==> src/mcc_regs.vh <==
// Register map, field layout and constants of the memory-copy DMA engine
`ifndef MCC_REGS_VH
`define MCC_REGS_VH

// ------------------------------------------------------------------
// Register byte offsets
// ------------------------------------------------------------------
`define MCC_CTRL      8'h00
`define MCC_SRC       8'h04
`define MCC_DST       8'h08
`define MCC_XCNT      8'h0c
`define MCC_XMOD      8'h10
`define MCC_YCNT      8'h14
`define MCC_YMOD      8'h18
`define MCC_DPTR      8'h1c
`define MCC_POLY      8'h20
`define MCC_CEXP      8'h24
`define MCC_CRES      8'h28
`define MCC_FILL      8'h2c
`define MCC_STAT      8'h30
`define MCC_MASK      8'h34
`define MCC_CUR       8'h38
`define MCC_CHSEL     8'h3c

// ------------------------------------------------------------------
// Control fields
// ------------------------------------------------------------------
`define MCC_EN        0
`define MCC_FLOW      2:1
`define MCC_KIND      4:3
`define MCC_TWOD      5
`define MCC_CRCM      7:6
`define MCC_BITMIR    8
`define MCC_BYTEMIR   9
`define MCC_FLOW_STOP 2'h0
`define MCC_FLOW_AUTO 2'h1
`define MCC_FLOW_DESC 2'h2
`define MCC_KIND_RING 2'h0
`define MCC_KIND_L4   2'h1
`define MCC_KIND_ARR  2'h2
`define MCC_KIND_L8   2'h3
`define MCC_CRC_OFF   2'h0
`define MCC_CRC_SCAN  2'h1
`define MCC_CRC_XFER  2'h2
`define MCC_CRC_FILL  2'h3

// ------------------------------------------------------------------
// Status bits and reset values
// ------------------------------------------------------------------
`define MCC_ST_DONE   0
`define MCC_ST_HALF   1
`define MCC_ST_WRAP   2
`define MCC_ST_CRCERR 3
`define MCC_CHANNELS  8
`define MCC_CRC_CHANS 3'h4
`define MCC_CRC_INIT  32'hffffffff
`define MCC_POLY_RST  32'h04c11db7

`endif
==> src/mcc_crc32.v <==
// CRC32 checker with programmable polynomial and input mirroring
`timescale 1ns/1ns
`include "mcc_regs.vh"
module mcc_crc32 (
  input  wire        hclk,
  input  wire        hresetn,
  input  wire        init,
  input  wire [31:0] poly,
  input  wire        bit_mirror,
  input  wire        byte_mirror,
  input  wire        in_valid,
  input  wire [31:0] in_data,
  output reg  [31:0] crc
);

  // ------------------------------------------------------------------
  // Mirroring and one word of CRC
  // ------------------------------------------------------------------
  function [31:0] mirror;
    input [31:0] d;
    input        bm;
    input        ym;
    reg   [31:0] t;
    integer      i;
    begin
      t = ym ? {d[7:0], d[15:8], d[23:16], d[31:24]} : d;
      mirror = t;
      if (bm) begin
        for (i = 0; i < 32; i = i + 1) begin
          mirror[i] = t[(i & 24) + 7 - (i & 7)];
        end
      end
    end
  endfunction

  function [31:0] crc_word;
    input [31:0] c;
    input [31:0] d;
    input [31:0] p;
    reg   [31:0] r;
    integer      i;
    begin
      r = c;
      for (i = 31; i >= 0; i = i - 1) begin
        r = (r[31] ^ d[i]) ? ({r[30:0], 1'b0} ^ p) : {r[30:0], 1'b0};
      end
      crc_word = r;
    end
  endfunction

  always @(posedge hclk or negedge hresetn) begin
    if (!hresetn) begin
      crc <= `MCC_CRC_INIT;
    end else if (init) begin
      crc <= `MCC_CRC_INIT;
    end else if (in_valid) begin
      crc <= crc_word(crc, mirror(in_data, bit_mirror, byte_mirror), poly);
    end
  end

endmodule

==> src/mcc_dma.v <==
// Memory-copy DMA channel with AHB-Lite registers and CRC checker for chsel 0 to 3
//
// Implementation choices: the AHB-Lite register port and the register offsets.
`timescale 1ns/1ns
`include "mcc_regs.vh"
module mcc_dma (
  input  wire        hclk,
  input  wire        hresetn,
  input  wire        hsel,
  input  wire [31:0] haddr,
  input  wire [1:0]  htrans,
  input  wire        hwrite,
  input  wire [2:0]  hsize,
  input  wire [31:0] hwdata,
  input  wire        hready,
  output reg  [31:0] hrdata,
  output wire        hreadyout,
  output wire        hresp,
  output reg         mem_req,
  output reg         mem_write,
  output reg  [31:0] mem_addr,
  output reg  [31:0] mem_wdata,
  input  wire [31:0] mem_rdata,
  input  wire        mem_ack,
  output wire        irq,
  output reg         crc_fault
);

  localparam S_IDLE  = 3'h0;
  localparam S_FETCH = 3'h1;
  localparam S_LOAD  = 3'h2;
  localparam S_RD    = 3'h3;
  localparam S_WR    = 3'h4;
  localparam S_STEP  = 3'h5;
  localparam S_END   = 3'h6;

  localparam F_LINK = 3'h0;
  localparam F_SRC  = 3'h1;
  localparam F_DST  = 3'h2;
  localparam F_XCNT = 3'h3;
  localparam F_XMOD = 3'h4;
  localparam F_YCNT = 3'h5;
  localparam F_YMOD = 3'h6;
  localparam F_CFG  = 3'h7;

  // Programmed registers
  reg  [15:0] ctrl;
  reg  [31:0] src_addr;
  reg  [31:0] dst_addr;
  reg  [15:0] xcnt;
  reg  [31:0] xmod;
  reg  [15:0] ycnt;
  reg  [31:0] ymod;
  reg  [31:0] dptr;
  reg  [31:0] poly;
  reg  [31:0] crc_exp;
  reg  [31:0] fill;
  reg  [3:0]  stat;
  reg  [3:0]  mask;
  reg  [2:0]  chsel;
  // Working copies
  reg  [15:0] wcfg;
  reg  [31:0] wsrc;
  reg  [31:0] wdst;
  reg  [15:0] wxcnt;
  reg  [31:0] wxmod;
  reg  [15:0] wycnt;
  reg  [31:0] wymod;
  reg  [31:0] link;
  reg  [31:0] cur_src;
  reg  [31:0] cur_dst;
  reg  [15:0] xi;
  reg  [15:0] yi;
  reg  [31:0] ecnt;
  reg  [31:0] data_q;
  reg  [2:0]  fidx;
  reg  [2:0]  state;
  reg         start_req;
  reg         crc_init;
  // Bus pipeline
  reg         rd_ph;
  reg         rd_ok;
  reg         wr_ph;
  reg  [7:0]  rd_addr;
  reg  [7:0]  wr_addr;
  reg  [31:0] next_hrdata;

  wire [31:0] crc;
  wire        aph = hsel & htrans[1] & hready;
  wire        bus_wr = wr_ph;
  wire [1:0]  crcm = (chsel < `MCC_CRC_CHANS) ? wcfg[`MCC_CRCM] : `MCC_CRC_OFF;
  wire        crc_on = (crcm == `MCC_CRC_SCAN) | (crcm == `MCC_CRC_XFER);
  wire        fill_on = (crcm == `MCC_CRC_FILL);
  wire        twod = wcfg[`MCC_TWOD];
  wire [1:0]  kind = wcfg[`MCC_KIND];
  wire [31:0] total = {16'h0000, wxcnt} * {16'h0000, (twod ? wycnt : 16'h0001)};
  wire        last_x = (xi == wxcnt - 16'h0001);
  wire        last_y = !twod | (yi == wycnt - 16'h0001);
  wire        busy = (state != S_IDLE);

  assign hreadyout = !(rd_ph & !rd_ok);
  assign hresp     = 1'b0;
  assign irq       = |(stat & mask);

  // ------------------------------------------------------------------
  // Descriptor layouts
  // ------------------------------------------------------------------
  function [2:0] desc_words;
    input [1:0] k;
    begin
      case (k)
        `MCC_KIND_RING: desc_words = 3'h1;
        `MCC_KIND_L4:   desc_words = 3'h3;
        `MCC_KIND_ARR:  desc_words = 3'h0;
        default:        desc_words = 3'h7;
      endcase
    end
  endfunction

  function [2:0] desc_field;
    input [1:0] k;
    input [2:0] i;
    begin
      case (k)
        `MCC_KIND_RING: desc_field = (i == 3'h0) ? F_LINK : F_SRC;
        `MCC_KIND_L4: begin
          case (i)
            3'h0:    desc_field = F_LINK;
            3'h1:    desc_field = F_SRC;
            3'h2:    desc_field = F_XCNT;
            default: desc_field = F_CFG;
          endcase
        end
        `MCC_KIND_ARR:  desc_field = F_SRC;
        default:        desc_field = i;
      endcase
    end
  endfunction

  // ------------------------------------------------------------------
  // CRC checker
  // ------------------------------------------------------------------
  mcc_crc32 u_crc (
    .hclk        (hclk),
    .hresetn     (hresetn),
    .init        (crc_init),
    .poly        (poly),
    .bit_mirror  (wcfg[`MCC_BITMIR]),
    .byte_mirror (wcfg[`MCC_BYTEMIR]),
    .in_valid    (state == S_RD && mem_req && mem_ack && crc_on),
    .in_data     (mem_rdata),
    .crc         (crc)
  );

  // ------------------------------------------------------------------
  // Register read mux
  // ------------------------------------------------------------------
  always @* begin
    case (rd_addr)
      `MCC_CTRL:  next_hrdata = {16'h0000, ctrl};
      `MCC_SRC:   next_hrdata = src_addr;
      `MCC_DST:   next_hrdata = dst_addr;
      `MCC_XCNT:  next_hrdata = {16'h0000, xcnt};
      `MCC_XMOD:  next_hrdata = xmod;
      `MCC_YCNT:  next_hrdata = {16'h0000, ycnt};
      `MCC_YMOD:  next_hrdata = ymod;
      `MCC_DPTR:  next_hrdata = dptr;
      `MCC_POLY:  next_hrdata = poly;
      `MCC_CEXP:  next_hrdata = crc_exp;
      `MCC_CRES:  next_hrdata = crc;
      `MCC_FILL:  next_hrdata = fill;
      `MCC_STAT:  next_hrdata = {27'h0000000, busy, stat};
      `MCC_MASK:  next_hrdata = {28'h0000000, mask};
      `MCC_CUR:   next_hrdata = cur_src;
      `MCC_CHSEL: next_hrdata = {29'h00000000, chsel};
      default:    next_hrdata = 32'h00000000;
    endcase
  end

  // ------------------------------------------------------------------
  // AHB-Lite slave pipeline
  // ------------------------------------------------------------------
  always @(posedge hclk or negedge hresetn) begin
    if (!hresetn) begin
      rd_ph   <= 1'b0;
      rd_ok   <= 1'b0;
      wr_ph   <= 1'b0;
      rd_addr <= 8'h00;
      wr_addr <= 8'h00;
      hrdata  <= 32'h00000000;
    end else begin
      if (rd_ph & !rd_ok) begin
        hrdata <= next_hrdata;
        rd_ok  <= 1'b1;
      end
      if (aph) begin
        rd_ph   <= !hwrite;
        wr_ph   <= hwrite;
        rd_ok   <= 1'b0;
        rd_addr <= {haddr[7:2], 2'b00};
        wr_addr <= {haddr[7:2], 2'b00};
      end else if (hreadyout) begin
        rd_ph <= 1'b0;
        wr_ph <= 1'b0;
      end
    end
  end

  // ------------------------------------------------------------------
  // Registers and channel engine
  // ------------------------------------------------------------------
  always @(posedge hclk or negedge hresetn) begin
    if (!hresetn) begin
      ctrl      <= 16'h0000;
      src_addr  <= 32'h00000000;
      dst_addr  <= 32'h00000000;
      xcnt      <= 16'h0000;
      xmod      <= 32'h00000000;
      ycnt      <= 16'h0000;
      ymod      <= 32'h00000000;
      dptr      <= 32'h00000000;
      poly      <= `MCC_POLY_RST;
      crc_exp   <= 32'h00000000;
      fill      <= 32'h00000000;
      stat      <= 4'h0;
      mask      <= 4'h0;
      chsel     <= 3'h0;
      wcfg      <= 16'h0000;
      wsrc      <= 32'h00000000;
      wdst      <= 32'h00000000;
      wxcnt     <= 16'h0000;
      wxmod     <= 32'h00000000;
      wycnt     <= 16'h0000;
      wymod     <= 32'h00000000;
      link      <= 32'h00000000;
      cur_src   <= 32'h00000000;
      cur_dst   <= 32'h00000000;
      xi        <= 16'h0000;
      yi        <= 16'h0000;
      ecnt      <= 32'h00000000;
      data_q    <= 32'h00000000;
      fidx      <= 3'h0;
      state     <= S_IDLE;
      start_req <= 1'b0;
      crc_init  <= 1'b0;
      crc_fault <= 1'b0;
      mem_req   <= 1'b0;
      mem_write <= 1'b0;
      mem_addr  <= 32'h00000000;
      mem_wdata <= 32'h00000000;
    end else begin
      crc_init  <= 1'b0;
      crc_fault <= 1'b0;
      if (bus_wr) begin
        case (wr_addr)
          `MCC_CTRL: begin
            ctrl      <= hwdata[15:0];
            start_req <= hwdata[`MCC_EN];
          end
          `MCC_SRC:   src_addr <= hwdata;
          `MCC_DST:   dst_addr <= hwdata;
          `MCC_XCNT:  xcnt <= hwdata[15:0];
          `MCC_XMOD:  xmod <= hwdata;
          `MCC_YCNT:  ycnt <= hwdata[15:0];
          `MCC_YMOD:  ymod <= hwdata;
          `MCC_DPTR:  dptr <= hwdata;
          `MCC_POLY:  poly <= hwdata;
          `MCC_CEXP:  crc_exp <= hwdata;
          `MCC_FILL:  fill <= hwdata;
          `MCC_STAT:  stat <= stat & ~hwdata[3:0];
          `MCC_MASK:  mask <= hwdata[3:0];
          `MCC_CHSEL: chsel <= hwdata[2:0];
          default: ;
        endcase
      end
      // Abort only between memory handshakes
      if (busy && !ctrl[`MCC_EN] && !mem_req) begin
        state <= S_IDLE;
      end else begin
        case (state)
          S_IDLE: begin
            if (start_req && ctrl[`MCC_EN]) begin
              start_req <= 1'b0;
              wcfg  <= ctrl;
              wsrc  <= src_addr;
              wdst  <= dst_addr;
              wxcnt <= xcnt;
              wxmod <= xmod;
              wycnt <= ycnt;
              wymod <= ymod;
              fidx  <= 3'h0;
              state <= (ctrl[`MCC_FLOW] == `MCC_FLOW_DESC) ? S_FETCH : S_LOAD;
            end
          end
          S_FETCH: begin
            if (!mem_req) begin
              mem_req   <= 1'b1;
              mem_write <= 1'b0;
              mem_addr  <= dptr + {27'h0000000, fidx, 2'b00};
            end else if (mem_ack) begin
              mem_req <= 1'b0;
              case (desc_field(kind, fidx))
                F_LINK: link  <= mem_rdata;
                F_SRC:  wsrc  <= mem_rdata;
                F_DST:  wdst  <= mem_rdata;
                F_XCNT: wxcnt <= mem_rdata[15:0];
                F_XMOD: wxmod <= mem_rdata;
                F_YCNT: wycnt <= mem_rdata[15:0];
                F_YMOD: wymod <= mem_rdata;
                default: wcfg <= mem_rdata[15:0];
              endcase
              if (fidx == desc_words(kind)) begin
                dptr  <= (kind == `MCC_KIND_ARR) ? dptr + 32'h00000004 : link;
                state <= S_LOAD;
              end else begin
                fidx <= fidx + 3'h1;
              end
            end
          end
          S_LOAD: begin
            cur_src  <= wsrc;
            cur_dst  <= wdst;
            xi       <= 16'h0000;
            yi       <= 16'h0000;
            ecnt     <= 32'h00000000;
            crc_init <= 1'b1;
            state    <= fill_on ? S_WR : S_RD;
          end
          S_RD: begin
            if (!mem_req) begin
              mem_req   <= 1'b1;
              mem_write <= 1'b0;
              mem_addr  <= cur_src;
            end else if (mem_ack) begin
              mem_req <= 1'b0;
              data_q  <= mem_rdata;
              state   <= (crcm == `MCC_CRC_SCAN) ? S_STEP : S_WR;
            end
          end
          S_WR: begin
            if (!mem_req) begin
              mem_req   <= 1'b1;
              mem_write <= 1'b1;
              mem_addr  <= cur_dst;
              mem_wdata <= fill_on ? fill : data_q;
            end else if (mem_ack) begin
              mem_req   <= 1'b0;
              mem_write <= 1'b0;
              state     <= S_STEP;
            end
          end
          S_STEP: begin
            ecnt <= ecnt + 32'h00000001;
            if (ecnt + 32'h00000001 == {1'b0, total[31:1]}) begin
              stat[`MCC_ST_HALF] <= 1'b1;
            end
            if (last_x && last_y) begin
              state <= S_END;
            end else begin
              if (last_x) begin
                xi      <= 16'h0000;
                yi      <= yi + 16'h0001;
                cur_src <= cur_src + wymod;
                cur_dst <= cur_dst + wymod;
              end else begin
                xi      <= xi + 16'h0001;
                cur_src <= cur_src + wxmod;
                cur_dst <= cur_dst + wxmod;
              end
              state <= fill_on ? S_WR : S_RD;
            end
          end
          S_END: begin
            if (crc_on && crc != crc_exp) begin
              stat[`MCC_ST_CRCERR] <= 1'b1;
              crc_fault            <= 1'b1;
            end
            case (wcfg[`MCC_FLOW])
              `MCC_FLOW_AUTO: begin
                stat[`MCC_ST_WRAP] <= 1'b1;
                wcfg  <= ctrl;
                wsrc  <= src_addr;
                wdst  <= dst_addr;
                wxcnt <= xcnt;
                wxmod <= xmod;
                wycnt <= ycnt;
                wymod <= ymod;
                state <= S_LOAD;
              end
              `MCC_FLOW_DESC: begin
                stat[`MCC_ST_DONE] <= 1'b1;
                fidx  <= 3'h0;
                state <= S_FETCH;
              end
              default: begin
                stat[`MCC_ST_DONE] <= 1'b1;
                ctrl[`MCC_EN]      <= 1'b0;
                state              <= S_IDLE;
              end
            endcase
          end
          default: state <= S_IDLE;
        endcase
      end
    end
  end

endmodule

==> config.mk <==
export PLATFORM = sky130hd
export DESIGN_NAME = mcc_dma
export DESIGN_NICKNAME = d
export VERILOG_FILES = /design/src/mcc_crc32.v /design/src/mcc_dma.v
export VERILOG_INCLUDE_DIRS = /design/src
export SDC_FILE = /design/constraint.sdc
export NUM_CORES = 2
export LEC_CHECK = 0
export BUFFER_PORTS_ARGS = -buffer_cell sky130_fd_sc_hd__buf_2
export CAP_MARGIN = 15
export CORE_AREA = 2 2 380 382
export CTS_CLUSTER_SIZE = 14
export DETAILED_ROUTE_END_ITERATION = 10
export DIE_AREA = 0 0 382 384
export GPL_ROUTABILITY_DRIVEN = 0
export GPL_TIMING_DRIVEN = 0
export PLACE_DENSITY_LB_ADDON = 0.08
export SETUP_SLACK_MARGIN = 0.02
export SYNTH_ARGS = -nofsm -noshare
export SYNTH_HDL_FRONTEND = slang
export SYNTH_SLANG_ARGS = --single-unit
==> constraint.sdc <==
create_clock -name hclk -period 39.8 [get_ports hclk]
set_input_delay 0 -clock hclk [delete_from_list [all_inputs] [get_ports hclk]]
set_output_delay 0 -clock hclk [all_outputs]
set_load 0.05 [all_outputs]
[Yosys cells after proc, flatten, opt, wreduce, memory -nomap -nowiden]
Cells that the tools add are included.
Word-level totals
  bits of input ports: 107
  bits in registers: 825
  output and inout bits: 102
  logic and storage cells: 442
Operators by class
  reductions and logical operators: 61
  multiply operators: 1
  eq/ne operators: 71
  bitwise operators: 74
  multiplexer cells: 178
  $add $sub $neg: 12
  order comparisons: 1
Operator list (number)
  32-bit 2-to-1 mux: 74
  32-bit XOR: 32
  32-bit one-hot mux with 16 select lines: 1
  32-bit one-hot mux with 3 select lines: 5
  16-bit 2-to-1 mux: 15
  32-bit one-hot mux with 2 select lines: 3
  32-bit adder: 4
  16-bit one-hot mux with 3 select lines: 2
  3-bit 2-to-1 mux: 24
  16-bit one-hot mux with 2 select lines: 2
  7-bit AND reduction: 8
  10-bit 2-to-1 mux: 5
  6-bit by 4-bit == test with 1-bit output, second input constant: 8
  3-bit one-hot mux with 3 select lines: 4
  1-bit 2-to-1 mux: 33
  16-bit by 1-bit adder with 16-bit output, second input constant: 2
  32-bit by 1-bit adder with 32-bit output, second input constant: 1
  32-bit by 3-bit adder with 32-bit output, second input constant: 1
  32-bit by 5-bit adder with 32-bit output: 1
  16-bit == test: 2
  32-bit by 31-bit == test with 1-bit output: 1
  16-bit by 16-bit multiplier with 32-bit output: 1
  32-bit inequality test: 1
  16-bit by 1-bit subtractor with 16-bit output, second input constant: 2
  43 further kinds: 166

[Longest topological paths before layout]
  word-level depth: 73
  mapped depth: 55
  mapped depth without buffers: 46

[Cells and area by module]
From an unflattened synthesis, not the netlist that was laid out.
Second synthesis, totals
  cell total of the unflattened synthesis: 8643
  area total of the unflattened synthesis: 72434.5 µm²
By module, submodules not included
  mcc_dma: area each 50628.6 µm², cells each 5344, times used 1
  mcc_crc32: area each 21805.9 µm², cells each 3299, times used 1

[Worst setup path after synthesis]
Ideal clock, no wire load.
  path kind: reg-to-reg
  start point: register wcfg[8]
  end point: register u_crc.crc[27]
  buffers on the path: 6
  arrival time: 13.082 ns
  cell stages (with the launch flop): 50
  required time: 39.727 ns
  slack: 26.645 ns
  path through: dfrtp_1 buf_4 mux2i_4 mux2_2 nor3_2 o21ai_1 clkbuf_1 a211oi_1 a221oi_1 xnor2_1 buf_2 mux2_1 a2111o_1 o31ai_4 xnor2_2 mux2_2 or4_4 nand2_2 [14 not listed] o41a_1 and3_1 o21a_1 xnor3_1 a21boi_4 nor2_2 nor3_2 o31a_1 nor3_2 mux2i_2 xnor3_2 xnor3_1 o31a_1 a21boi_1 buf_2 nor3_1 xnor3_1 a21oi_1
Between the ends
  longest elaborated chain between the ends: 69
RTL lines
  start: declaration: RTL line mcc_dma.v:62  | reg [15:0] wcfg;
  start signal: assignment: RTL line mcc_dma.v:284  | wcfg <= ctrl;
  start signal: assignment: RTL line mcc_dma.v:310  | default: wcfg <= mem_rdata[15:0];
  start signal: assignment: RTL line mcc_dma.v:381  | wcfg <= ctrl;
  32-bit 2-to-1 mux *: RTL line mcc_crc32.v:28  | if (bm) begin
  32-bit 2-to-1 mux *: RTL line mcc_crc32.v:56  | end else if (in_valid) begin
  32-bit 2-to-1 mux *: RTL line mcc_crc32.v:54  | end else if (init) begin
  1-bit XOR: RTL line mcc_crc32.v:45  | r = (r[31] ^ d[i]) ? ({r[30:0], 1'b0} ^ p) : {r[30:0], 1'b0};
  32-bit 2-to-1 mux: RTL line mcc_crc32.v:45
  32-bit XOR / 1-bit XOR (equally long branches): RTL line mcc_crc32.v:45
  32-bit 2-to-1 mux: RTL line mcc_crc32.v:45
  32-bit XOR / 1-bit XOR (equally long branches): RTL line mcc_crc32.v:45
  [53 not listed]
  32-bit XOR / 1-bit XOR (equally long branches): RTL line mcc_crc32.v:45
  32-bit 2-to-1 mux: RTL line mcc_crc32.v:45
  32-bit XOR / 1-bit XOR (equally long branches): RTL line mcc_crc32.v:45
  32-bit 2-to-1 mux: RTL line mcc_crc32.v:45
  32-bit XOR / 1-bit XOR (equally long branches): RTL line mcc_crc32.v:45
  32-bit 2-to-1 mux *: RTL line mcc_crc32.v:45
  32-bit 2-to-1 mux *: RTL line mcc_crc32.v:56
  32-bit 2-to-1 mux *: RTL line mcc_crc32.v:54
  end signal: assignment: RTL line mcc_crc32.v:53  | crc <= `MCC_CRC_INIT;
  end signal: assignment: RTL line mcc_crc32.v:55  | crc <= `MCC_CRC_INIT;
  end signal: assignment: RTL line mcc_crc32.v:57  | crc <= crc_word(crc, mirror(in_data, bit_mirror, byte_mirror), poly);
  end: declaration: RTL line mcc_crc32.v:13  | output reg [31:0] crc
Every way passes the cells marked *; elsewhere a longest branch is shown, timed or not. The select of a mux whose other input is x is not followed.
A chain may end at the register's enable or synchronous reset.

[Worst setup path in the final report]
  start point: register u_crc.crc[31]
  end point: register u_crc.crc[31]
Between the ends
  longest elaborated chain between the ends: 66
RTL lines (RTL line)
  1-bit XOR *: mcc_crc32.v:45
  32-bit 2-to-1 mux *: mcc_crc32.v:45
  32-bit XOR / 1-bit XOR (equally long branches): mcc_crc32.v:45
  32-bit 2-to-1 mux *: mcc_crc32.v:45
  32-bit XOR / 1-bit XOR (equally long branches): mcc_crc32.v:45
  32-bit 2-to-1 mux *: mcc_crc32.v:45
  32-bit XOR / 1-bit XOR (equally long branches): mcc_crc32.v:45
  32-bit 2-to-1 mux *: mcc_crc32.v:45
  [50 not listed]
  32-bit XOR / 1-bit XOR (equally long branches): mcc_crc32.v:45
  32-bit 2-to-1 mux *: mcc_crc32.v:45
  32-bit XOR / 1-bit XOR (equally long branches): mcc_crc32.v:45
  32-bit 2-to-1 mux *: mcc_crc32.v:45
  32-bit XOR / 1-bit XOR (equally long branches): mcc_crc32.v:45
  32-bit 2-to-1 mux *: mcc_crc32.v:45
  32-bit 2-to-1 mux *: mcc_crc32.v:56
  32-bit 2-to-1 mux *: mcc_crc32.v:54
Marks and branches as above.

==> impl_results.md <==
* Largest net degree at the start of global routing at 118
* DR WL/cell at 26.9 µm
* WHS at 0.0537 ns
* RSZ-0062 raised after global routing: false
* CP arrival at 17.87 ns
* Fmax at 0.0578 GHz
* GR Overflow Total at 0
* # setup viols final at 0
* Worst hold path depth at 3
* Period minus WS final at 17.31 ns
* Reg2Reg Launch Point: u_crc.crc[31]
* Fraction of the yosys area taken by sequential cells at 0.292
* # resized after CTS at 0
* Crit Path Max Fanout at 10
* Die Wd at 382 µm
* Final worst path period share at 0.435
* I/O pin count at 209
* Hold Path End: rd_addr[7]
* Reg2reg end: u_crc.crc[31]
* R2R depth at 45
* Vias/cell at 6.23
* Core area at ~140000 µm²
* H-tree depth at 3
* Total number of yosys warnings at 0
* Critical path startpoint category: register
* Setup bufs post-CTS at 0
* Skew final at 0.0449 ns
* Inserted Clock Buffers at between 80 and 90
* Ratio of cells with drive above 1 in the final layout at 0.110
* Max Root-Sink Buffers at 3
* Reg2reg setup slack at 22.49 ns
* Count of input and output buffers at approximately 180
* Worst EP required at 40.36 ns
* Setup_tns at 0 ns
* FFs w/ async S/R, synth at 1.00
* Status: finished, final reports clean
* Syn_area_per_cell at 8.66 µm²
* Antenna-violating nets left at 0
* CTS sink count at just over 800
* Mapped Nets at approximately 8700
* Via count at 65600
* Num rows at roughly 140
* Initial Util at 0.496
* Area Overhead vs Synth at 10.6%
* Worst stage delay on the critical path at 0.88 ns
* Number of global-route vias before repair at roughly 62000
* Die height at 384 µm
* CTS tree: yes
* Slew headroom at 0.0386
* CP top delay family: compound AO/OA/AOI/OAI gates
* Flops & latches, synth at a little over 800
* Placed instance area at 74300 µm²
* Die ar. at 147000 µm²
* Mapped cell area at 70800 µm²
* Synth Flop Type: dfrtp_1
* Global-route wire length before repair at just over 400 mm
* CP Capture Type: register
* Count of flip-flops with a built-in enable after synthesis at 0
* Number of max-cap violations at 0
* Sequential Area at 20700 µm²
* Hold-fix buffers at CTS at 76
* Critical Path Slowest Stage Cell: o311ai_0
* Fin area at 78200 µm²
* Synth cell types at 121
* Pins Over Slew Limit at 0
* # fillers at 13400
* Worst hold path startpoint: haddr[7]
* Clock slew at reported path FFs at 0.07 ns
* Least-Margin Pin Slew at 1.43 ns
* CTS root buffer: clkbuf_16
* # nets final at 9018
* Gr usage total at 0.376
* TritonRoute pass-1 iters at 7
* WP buf/inv at 6
* Multi-input logic area at 46200 µm²
* Initial antenna violation count at 21
* Clk Latency, worst-skew pair at 0.73 ns
* Final WL at 283 mm
* Synth Instances at 8171
* Hold WC Path Type: input pin to register
* Worst setup path category: register to register
* Final hold viol count at 0
* DRC viols at 0
* Initial drt markers at 8516
* Detailed placer's ending HPWL at 223 mm
-- layout make-up --
type,instances,area share
antenna,13,0.000416
clock buffer,113,0.0315
sequential,824,0.264
buffer,682,0.0335
clock inverter,45,0.00761
tap,1903,0.0304
inverter,330,0.0158
multi-input combinational,6335,0.591
timing repair buffer,270,0.0252
-- routing by layer --
metal,track usage,part of all wire
met3,0.100,0.11
met5,0.00487,0.00056
met4,0.186,0.060
met2,0.553,0.42
met1,0.510,0.41
-- kinds of logic (layout without fill, tap and decap cells) --
logic type / Yosys count / after routing / share of synthesized area
multiplexers: 531 / 531 / 0.0885
XOR/XNOR: 1192 / 1192 / 0.159
other: 1 / 14 / 0.0000530
flip-flops: 824 / 824 / 0.292
AND/OR/NAND/NOR: 2476 / 2476 / 0.160
AO/OA/AOI/OAI: 1755 / 1755 / 0.158
buffers and inverters: 1012 / 1440 / 0.0546
adder cells (fa/ha/maj): 380 / 380 / 0.0881
-- cell usage in the layout (no fill, tap or decap), types with 74 or more instances in the layout --
cell and instances:
fa_1 197, buf_2 206, mux2i_1 99, clkbuf_1 555
nand2_1 1194, a22oi_1 115, a221oi_1 74, a22o_1 88
ha_1 183, mux2_2 393, dfrtp_1 778, and3_1 286
xor2_1 149, o21ai_0 428, a21oi_1 596, dlygate4sd3_1 75
xnor2_1 979, nand3_1 132, clkbuf_16 89, buf_1 100
nor2_1 488, inv_1 325
-- stage by stage --
stage | utilization | std cells | setup slack (ns)
6_report | 0.548 | 10500 | 22.49
4_1_cts | 0.547 | 10500 | 23.03
5_1_grt | 0.548 | 10500 | 21.65
3_5_place_dp | 0.520 | 10300 | 23.07
3_3_place_gp | 0.518 | 10300 | 20.36
2_1_floorplan | - | 8171 | 26.65
-- worst max path at each step --
stage / from / to / depth (start not counted)
after floorplan: wcfg[8] / u_crc.crc[27] / 49
after global placement: hresetn / wdst[25] / 1
after detailed placement: u_crc.crc[31] / u_crc.crc[31] / 45
after CTS: u_crc.crc[31] / u_crc.crc[31] / 45
after global routing: u_crc.crc[31] / u_crc.crc[31] / 46
final: u_crc.crc[31] / u_crc.crc[31] / 45
-- worst reg2reg max path, delay by kind of cell, from the launching register on --
family                 cells  cell delay, ns
AO/OA/AOI/OAI             18            6.97
buffers and inverters      6            2.41
AND/OR/NAND/NOR           13            3.53
XOR/XNOR                   8            3.71
flip-flops                 1            0.53
-- synthesized netlist by cell type, types with 10 or more instances --
cell type | number | share of area
nand4_1 | 56 | 0.0050
fa_1 | 197 | 0.056
buf_2 | 30 | 0.0021
o211ai_1 | 27 | 0.0029
inv_1 | 325 | 0.017
nor2b_1 | 13 | 0.0011
a22o_1 | 88 | 0.011
a21o_1 | 73 | 0.0077
a211oi_1 | 52 | 0.0055
o21ai_0 | 428 | 0.030
o21bai_1 | 46 | 0.0049
nand2b_1 | 29 | 0.0026
a32oi_1 | 30 | 0.0037
and2_1 | 55 | 0.0049
o21ai_1 | 19 | 0.0013
and3_1 | 286 | 0.025
mux2i_1 | 99 | 0.014
mux2_2 | 393 | 0.063
dfstp_2 | 46 | 0.017
or2_2 | 15 | 0.0013
nand2_1 | 1194 | 0.063
xnor3_1 | 48 | 0.015
a31oi_1 | 15 | 0.0013
o32a_1 | 11 | 0.0016
nor3b_1 | 16 | 0.0017
buf_1 | 100 | 0.0053
a221oi_1 | 74 | 0.0092
nor4_1 | 23 | 0.0020
and4_1 | 11 | 0.0014
a22oi_1 | 115 | 0.012
a222oi_1 | 13 | 0.0018
clkbuf_1 | 546 | 0.029
or3_1 | 21 | 0.0019
xor2_1 | 149 | 0.018
nor3_1 | 71 | 0.0050
nand3_1 | 132 | 0.0093
o22ai_1 | 12 | 0.0011
o31ai_1 | 13 | 0.0014
dfrtp_1 | 778 | 0.28
ha_1 | 183 | 0.032
xnor2_1 | 979 | 0.12
o21a_1 | 10 | 0.0011
a21oi_1 | 597 | 0.042
nor2_1 | 488 | 0.026
mux4_2 | 34 | 0.011
Power is left out: the tool's default activity adds up to more than one toggle a clock period on the data nets, which glitch-free logic cannot reach.
